### src/dual_timer_pkg.sv
// package for the dual timer block: modes, widths, reset values
// assumes a single 200 MHz clock domain and synchronous active-high reset
package dual_timer_pkg;

  // ---------------------------------------------------------------
  // widths and reset values
  // ---------------------------------------------------------------
  localparam int CNT_WIDTH = 8;
  localparam logic [7:0] CNT_RESET = 8'h00;
  localparam logic [7:0] ALL_ONES = 8'hFF;
  localparam logic FLOP_RESET = 1'b0;

  // ---------------------------------------------------------------
  // mode encodings
  // ---------------------------------------------------------------
  typedef enum logic [1:0] {
    T1_TIMER = 2'h0,
    T1_COUNTER = 2'h1,
    T1_CAPTURE = 2'h2
  } t1_mode_type;

  typedef enum logic [1:0] {
    T3_TIMER = 2'h0,
    T3_COUNTER = 2'h1,
    T3_DIVIDER = 2'h2,
    T3_PWM = 2'h3
  } t3_mode_type;

  // capture arm state, one-hot
  typedef enum logic [1:0] {
    CAP_ARMED = 2'b01,
    CAP_HALTED = 2'b10
  } cap_state_type;

  // software control for counter 1
  typedef struct packed {
    t1_mode_type mode;
    logic edgeSelect;
    logic enable;
  } t1_ctrl_type;

  // software control for counter 3
  typedef struct packed {
    t3_mode_type mode;
    logic runBit;
  } t3_ctrl_type;

endpackage : dual_timer_pkg

### src/dual_timer_capture_pwm.sv
// dual 8-bit timer/counter with capture, divider output and pwm
// assumes all inputs synchronous to clk; pins pre-synchronised outside
`timescale 1ns/1ps

module dual_timer_capture_pwm #(
  parameter int WIDTH = dual_timer_pkg::CNT_WIDTH
) (
  input wire logic clk,
  input wire logic rst,
  input wire dual_timer_pkg::t1_ctrl_type t1Ctrl,
  input wire logic t1SnapshotRequestSet,
  input wire logic t1ExtInput,
  input wire logic [WIDTH-1:0] t1MatchWrData,
  input wire logic t1MatchWrEn,
  input wire logic t1MatchRdStrobe,
  output logic [WIDTH-1:0] t1MatchCaptureA,
  output logic [WIDTH-1:0] t1SnapshotB,
  output logic t1SnapshotRequest,
  output logic [WIDTH-1:0] t1Count,
  output logic t1Irq,
  output logic t1OverflowIrq,
  input wire dual_timer_pkg::t3_ctrl_type t3Ctrl,
  input wire logic t3ExtInput,
  input wire logic [WIDTH-1:0] t3CompareWrData,
  input wire logic t3CompareWrEn,
  input wire logic t3FlopWrData,
  input wire logic t3FlopWrEn,
  output logic [WIDTH-1:0] t3CompareActive,
  output logic [WIDTH-1:0] t3Count,
  output logic t3Irq,
  output logic dividerOutput_n,
  output logic pwmOutput_n
);

  // ---------------------------------------------------------------
  // counter 1 state
  // ---------------------------------------------------------------
  logic [WIDTH-1:0] cnt1_reg, cnt1_next;
  logic [WIDTH-1:0] regA_reg, regA_next;
  logic [WIDTH-1:0] regB_reg, regB_next;
  logic snapReq_reg, snapReq_next;
  logic ext1Prev_reg, ext1Prev_next;
  logic irq1_reg, irq1_next;
  logic ovf1_reg, ovf1_next;
  dual_timer_pkg::cap_state_type cap_reg, cap_next;
  logic ext1Rise, ext1Fall, activeEdge, oppEdge;
  logic run1;

  assign ext1Rise = t1ExtInput && !ext1Prev_reg;
  assign ext1Fall = !t1ExtInput && ext1Prev_reg;
  assign activeEdge = t1Ctrl.edgeSelect ? ext1Fall : ext1Rise;
  assign oppEdge = t1Ctrl.edgeSelect ? ext1Rise : ext1Fall;
  assign run1 = t1Ctrl.enable;

  always_comb begin
    cnt1_next = cnt1_reg;
    regA_next = regA_reg;
    regB_next = regB_reg;
    snapReq_next = snapReq_reg;
    ext1Prev_next = t1ExtInput;
    irq1_next = 1'b0;
    ovf1_next = 1'b0;
    cap_next = cap_reg;
    if (t1MatchWrEn) begin
      regA_next = t1MatchWrData;
    end
    if (t1MatchRdStrobe) begin
      cap_next = dual_timer_pkg::CAP_ARMED;
    end
    if (t1SnapshotRequestSet) begin
      snapReq_next = 1'b1;
    end
    if (run1) begin
      unique case (t1Ctrl.mode)
        dual_timer_pkg::T1_TIMER, dual_timer_pkg::T1_COUNTER: begin
          if (t1Ctrl.mode == dual_timer_pkg::T1_TIMER || activeEdge) begin
            if (cnt1_reg == regA_reg) begin
              cnt1_next = '0;
              irq1_next = 1'b1;
            end else begin
              cnt1_next = WIDTH'(cnt1_reg + 1'b1);
            end
          end
          if (snapReq_reg) begin
            regB_next = cnt1_reg;
            snapReq_next = 1'b0;
          end
        end
        dual_timer_pkg::T1_CAPTURE: begin
          cnt1_next = WIDTH'(cnt1_reg + 1'b1);
          snapReq_next = 1'b0;
          if (cap_reg == dual_timer_pkg::CAP_ARMED && !t1MatchRdStrobe) begin
            if (activeEdge) begin
              regA_next = cnt1_reg;
              cnt1_next = '0;
              irq1_next = 1'b1;
              cap_next = dual_timer_pkg::CAP_HALTED;
            end else if (cnt1_reg == dual_timer_pkg::ALL_ONES) begin
              regA_next = dual_timer_pkg::ALL_ONES;
              ovf1_next = 1'b1;
              cap_next = dual_timer_pkg::CAP_HALTED;
            end
          end
          if (oppEdge) begin
            regB_next = cnt1_reg;
          end
        end
        default: begin
          cnt1_next = cnt1_reg;
        end
      endcase
    end
  end

  always_ff @(posedge clk) begin
    if (rst) begin
      cnt1_reg <= dual_timer_pkg::CNT_RESET;
      regA_reg <= dual_timer_pkg::CNT_RESET;
      regB_reg <= dual_timer_pkg::CNT_RESET;
      snapReq_reg <= 1'b0;
      ext1Prev_reg <= 1'b0;
      irq1_reg <= 1'b0;
      ovf1_reg <= 1'b0;
      cap_reg <= dual_timer_pkg::CAP_ARMED;
    end else begin
      cnt1_reg <= cnt1_next;
      regA_reg <= regA_next;
      regB_reg <= regB_next;
      snapReq_reg <= snapReq_next;
      ext1Prev_reg <= ext1Prev_next;
      irq1_reg <= irq1_next;
      ovf1_reg <= ovf1_next;
      cap_reg <= cap_next;
    end
  end

  assign t1MatchCaptureA = regA_reg;
  assign t1SnapshotB = regB_reg;
  assign t1SnapshotRequest = snapReq_reg;
  assign t1Count = cnt1_reg;
  assign t1Irq = irq1_reg;
  assign t1OverflowIrq = ovf1_reg;

  // ---------------------------------------------------------------
  // counter 3 state
  // ---------------------------------------------------------------
  logic [WIDTH-1:0] cnt3_reg, cnt3_next;
  logic [WIDTH-1:0] cmpLoad_reg, cmpLoad_next;
  logic [WIDTH-1:0] cmpAct_reg, cmpAct_next;
  logic flop_reg, flop_next;
  logic ext3Prev_reg, ext3Prev_next;
  logic run3Prev_reg, run3Prev_next;
  logic irq3_reg, irq3_next;
  logic ext3Rise, runStart, match3, ovf3;

  assign ext3Rise = t3ExtInput && !ext3Prev_reg;
  assign runStart = t3Ctrl.runBit && !run3Prev_reg;
  assign match3 = cnt3_reg == cmpAct_reg;
  assign ovf3 = cnt3_reg == dual_timer_pkg::ALL_ONES;

  always_comb begin
    cnt3_next = cnt3_reg;
    cmpLoad_next = cmpLoad_reg;
    cmpAct_next = cmpAct_reg;
    flop_next = flop_reg;
    ext3Prev_next = t3ExtInput;
    run3Prev_next = t3Ctrl.runBit;
    irq3_next = 1'b0;
    if (t3CompareWrEn) begin
      cmpLoad_next = t3CompareWrData;
    end
    if (t3FlopWrEn) begin
      flop_next = t3FlopWrData;
    end
    if (runStart) begin
      cmpAct_next = cmpLoad_reg;
      cnt3_next = '0;
    end else if (t3Ctrl.runBit) begin
      unique case (t3Ctrl.mode)
        dual_timer_pkg::T3_TIMER, dual_timer_pkg::T3_COUNTER: begin
          cmpAct_next = cmpLoad_reg;
          if (t3Ctrl.mode == dual_timer_pkg::T3_TIMER || ext3Rise) begin
            if (match3) begin
              cnt3_next = '0;
              irq3_next = 1'b1;
            end else begin
              cnt3_next = WIDTH'(cnt3_reg + 1'b1);
            end
          end
        end
        dual_timer_pkg::T3_DIVIDER: begin
          cmpAct_next = cmpLoad_reg;
          if (match3) begin
            cnt3_next = '0;
            flop_next = !flop_reg;
            irq3_next = 1'b1;
          end else begin
            cnt3_next = WIDTH'(cnt3_reg + 1'b1);
          end
        end
        dual_timer_pkg::T3_PWM: begin
          if (ovf3) begin
            cnt3_next = '0;
            flop_next = !flop_reg;
            irq3_next = 1'b1;
            cmpAct_next = cmpLoad_reg;
          end else begin
            cnt3_next = WIDTH'(cnt3_reg + 1'b1);
            if (match3) begin
              flop_next = !flop_reg;
            end
          end
        end
      endcase
    end
  end

  always_ff @(posedge clk) begin
    if (rst) begin
      cnt3_reg <= dual_timer_pkg::CNT_RESET;
      cmpLoad_reg <= dual_timer_pkg::CNT_RESET;
      cmpAct_reg <= dual_timer_pkg::CNT_RESET;
      flop_reg <= dual_timer_pkg::FLOP_RESET;
      ext3Prev_reg <= 1'b0;
      run3Prev_reg <= 1'b0;
      irq3_reg <= 1'b0;
    end else begin
      cnt3_reg <= cnt3_next;
      cmpLoad_reg <= cmpLoad_next;
      cmpAct_reg <= cmpAct_next;
      flop_reg <= flop_next;
      ext3Prev_reg <= ext3Prev_next;
      run3Prev_reg <= run3Prev_next;
      irq3_reg <= irq3_next;
    end
  end

  assign t3CompareActive = cmpAct_reg;
  assign t3Count = cnt3_reg;
  assign t3Irq = irq3_reg;
  assign dividerOutput_n = (t3Ctrl.mode == dual_timer_pkg::T3_DIVIDER) ? !flop_reg : 1'b1;
  assign pwmOutput_n = (t3Ctrl.mode == dual_timer_pkg::T3_PWM) ? !flop_reg : 1'b1;
endmodule : dual_timer_capture_pwm

### config.mk
export PLATFORM = sky130hd
export DESIGN_NAME = dual_timer_capture_pwm
export DESIGN_NICKNAME = d
export VERILOG_FILES = /design/src/dual_timer_pkg.sv /design/src/dual_timer_capture_pwm.sv
export SDC_FILE = /design/constraint.sdc
export NUM_CORES = 1
export LEC_CHECK = 0
export ABC_AREA = 1
export BUFFER_PORTS_ARGS = -buffer_cell sky130_fd_sc_hd__buf_2
export CORE_MARGIN = 2
export CORE_UTILIZATION = 47
export DETAILED_ROUTE_END_ITERATION = 8
export PLACE_DENSITY_LB_ADDON = 0.3
export SYNTH_ARGS = -nofsm -noshare
export SYNTH_HDL_FRONTEND = slang
export SYNTH_SLANG_ARGS = --single-unit
### constraint.sdc
create_clock -name clk -period 1.57 [get_ports clk]
set_input_delay 0.0785 -clock clk [delete_from_list [all_inputs] [get_ports clk]]
set_output_delay 0.0785 -clock clk [all_outputs]
set_load 0.05 [all_outputs]
==> summary.md <==
| Metric | Value |
|---|---|
| Post-Synthesis Cell Area | `~0.0028 sq mm` |
| Min cycle time layout | `around 1.5 ns` |
| Outcome | `completed` |
| Async S/R FF share, synth | `0%` |
| Synth-to-Final Area Change | `32.3%` |
| Relative slew margins | `between 70% and 80%` |
| Starting Density | `between 40% and 50%` |
| Total power draw | `roughly 0.0038 W` |
| Synthesized area per cell | `about 7.2 sq um` |
| CP max stage delay | `0.38 ns` |
| Storage cell area | `0.00118 sq mm` |
| Post-Syn Instances | `393` |
| Row count | `28` |
| Cell repeated most along the worst path | `nand3_2` |
| I/O pins | `a little under 80` |
| Worst setup EP type | `flip-flop` |
| Overall die height | `about 82 um` |
| Cell Pwr Density | `between 1000 and 1500 mW/mm^2` |
| Clock latency on the worst-skew pair | `approximately 0.34 ns` |
| Reg clk slew, reported paths | `approximately 0.07 ns` |
| Buffers on Ports | `78` |
| Crit path max fanout | `16` |
| Fin. max-slew vios | `0` |
| Clock power share | `between 30 and 40%` |
| Syn_nets | `between 400 and 500` |
| Cell Chain, Critical Path | `ha_4, nand3_2, nor2_4, nand3_2, nand2_2, a21oi_4, buf_12, o21ai_0, a21oi_1` |
| Number of nets with antenna violations after routing | `0` |
| Pleak | `roughly 1.7 nW` |
| Critical Path Start Type | `flip-flop` |
| # clock sinks | `58` |
| FMAX | `~680 MHz` |
| H-tree levels | `3` |
| Clock Path Buffers | `2` |
| CTS Buf Count | `9` |
| Routed wire length | `7.24 mm` |
| Via density | `~5` |
| Initial drt markers | `around 120` |
| Die Area | `0.00664 sq mm` |
| Layout net count | `approximately 530` |
| WS Path Type | `reg -> reg` |
| Die width | `81.5 um` |
| Register share of total power | `42.6%` |
| Logic pwr share | `between 10% and 20%` |
| Worst hold stages | `3` |
| Register area share after synthesis | `41.1%` |
| Syn. warnings | `0` |
| CP max stage cell | `dfxtp_4` |
| Critical Path AT | `approximately 1.7 ns` |
| # DRC | `0` |
| Count leader, synth | `nand2_1` |
| Placed cell count | `about 550` |
| Root Driver | `clkbuf_8` |
| Antenna violations before repair | `0` |
| Yosys top cell area share | `41.1%` |
| Period utilization | `between 90% and 100%` |
| Core area | `between 0.005 and 0.006 sq mm` |
| Synth area leaders | `dfxtp_1 41%, nand2_1 11%, nor2_1 8.9%` |
| Hold WC Path Type | `in -> reg` |
| Req. time, crit path | `about 1.8 ns` |
| Switch share | `29.9%` |
| RD Place Congestion | `0.863` |
| Top_reg_cell synth | `dfxtp_1` |
| Worst-margin pin slew | `0.339 ns` |
| Synth area leader | `dfxtp_1` |
| Share of cells above drive strength 1 | `a little under a third` |
| Number of global-route vias before repair | `between 2000 and 3000` |
| VDD IR-drop max | `about 740 uV` |
| Hold Fails Final Rpt | `0` |
| Area occupied by multi-input gates | `~0.0015 sq mm` |
| Max-cap viol count | `0` |
| FF+latch count, synth | `58` |
| Post-DP HPWL | `between 5 and 6 mm` |
| Filler cells | `525` |
| Final setup viols | `0` |
| Int Power | `~0.0026 W` |
| Yosys cell types | `36` |
| First-pass GRT wire length | `11.4 mm` |
| Inserted Diodes | `0` |
| WL per Instance | `12.5 um` |
| Net Switching | `0.00112 W` |
| Post-route insts no fill | `between 500 and 600` |
| CTS tree | `yes` |
| Synth cell count leaders | `84 x nand2_1, 67 x nor2_1, 58 x dfxtp_1` |
| DRT Pass-1 Iters | `5` |
| Number of enable flip-flop cells after synthesis | `0` |
| Via count | `approximately 2800` |
| Reg2reg path depth | `9` |
| Total Routing Usage GR | `between 20% and 30%` |
| Pin count of the biggest net entering global routing | `17` |
| Clock skew | `just over 0.009 ns` |
| Remaining global-route overflow | `0` |
## logic make-up (layout without fill, tap and decap cells)
family                     after synthesis  count (layout)  synth area share, %
xor gates and xnor gates                13              13                 4.03
AOI/OAI and AO/OA                       76              76                 15.8
muxes                                    4               4                 1.42
and+or+nand+nor                        183             183                 28.7
adders and majority gates                2               2                0.886
DFF                                     58              58                 41.1
buffers and inverters                   57             166                 8.06
## cells in the final DEF (no fill, tap or decap), drive strengths merged, types with 5 or more instances in the layout
cell,count
dfxtp,58
a211oi,5
nand3,13
dlygate4sd3,12
xnor2,7
o21ai,44
buf,89
nand4,5
xor2,6
inv,50
nor2,70
nand2,91
clkbuf,12
a21oi,20
## through the flow
stage	hold slack [ns]	worst slack, ns	area [sq um]	TNS, ns	util, %
finish	0.00735	0.101	3740	0	63.9
detailed placement	0.303	0.0813	3360	0	57.5
global placement	0.299	0.125	3360	0	57.5
global route	0.0239	-0.00684	3740	-0.00684	63.9
floorplan	0.151	0.0139	2840	0	-
CTS	0.00330	0.0685	3700	0	63.2
## layout make-up
cell class	instances	area share (%)
inverter	49	4.92
sequential	58	31.6
timing repair buffer	101	16.2
clock inverter	4	1.24
multi-input combinational	278	39.1
tap	75	2.51
clock buffer	12	4.45
## critical path, delay by kind of cell (launching register included)
family                   cells  cell delay [ns]
flip-flops                   1             0.38
adder cells (fa/ha/maj)      1             0.14
AO/OA/AOI/OAI                3             0.25
buffers and inverters        1             0.15
AND/OR/NAND/NOR              4             0.44
## path summary, 6_finish.rpt
check / startpoint / endpoint / slack (ns)
worst min-delay path: t1MatchWrData[2] / t1MatchCaptureA[2]$_SDFF_PP0_ / 0.007
worst min register to register: run3Prev_reg$_SDFF_PP0_ / t3Irq$_SDFF_PP0_ / 0.45
worst max-delay path: t3Count[0]$_SDFFE_PP0P_ / t3CompareActive[4]$_SDFFE_PP0P_ / 0.10
worst max register to register: t3Count[0]$_SDFFE_PP0P_ / t3CompareActive[4]$_SDFFE_PP0P_ / 0.10
## layer usage
metal,share of wire (%),up-vias,GRT usage [%]
met5,0,-,0
met4,1.7,0,10.3
met3,5.3,10,3.96
met2,48,82,39.1
met1,45,1282,27.1
li1,-,1471,-
## repair_timing
action	4_1_cts	5_1_grt
setup endpoints to repair	0	12
gates resized for setup	0	11
hold buffers	12	0
endpoints found under the hold margin	12	0
buffers inserted	0	2
## power by group through the flow
stage	combinational, W	sequential (W)	clock [W]
2_1_floorplan	0.000285	0.00180	0
3_3_place_gp	0.000637	0.00163	0
3_5_place_dp	0.000645	0.00163	0
4_1_cts	0.000671	0.00160	0.00149
5_1_grt	0.000744	0.00161	0.00155
6_report	0.000681	0.00160	0.00148
Power figures use the tool's default switching activity.
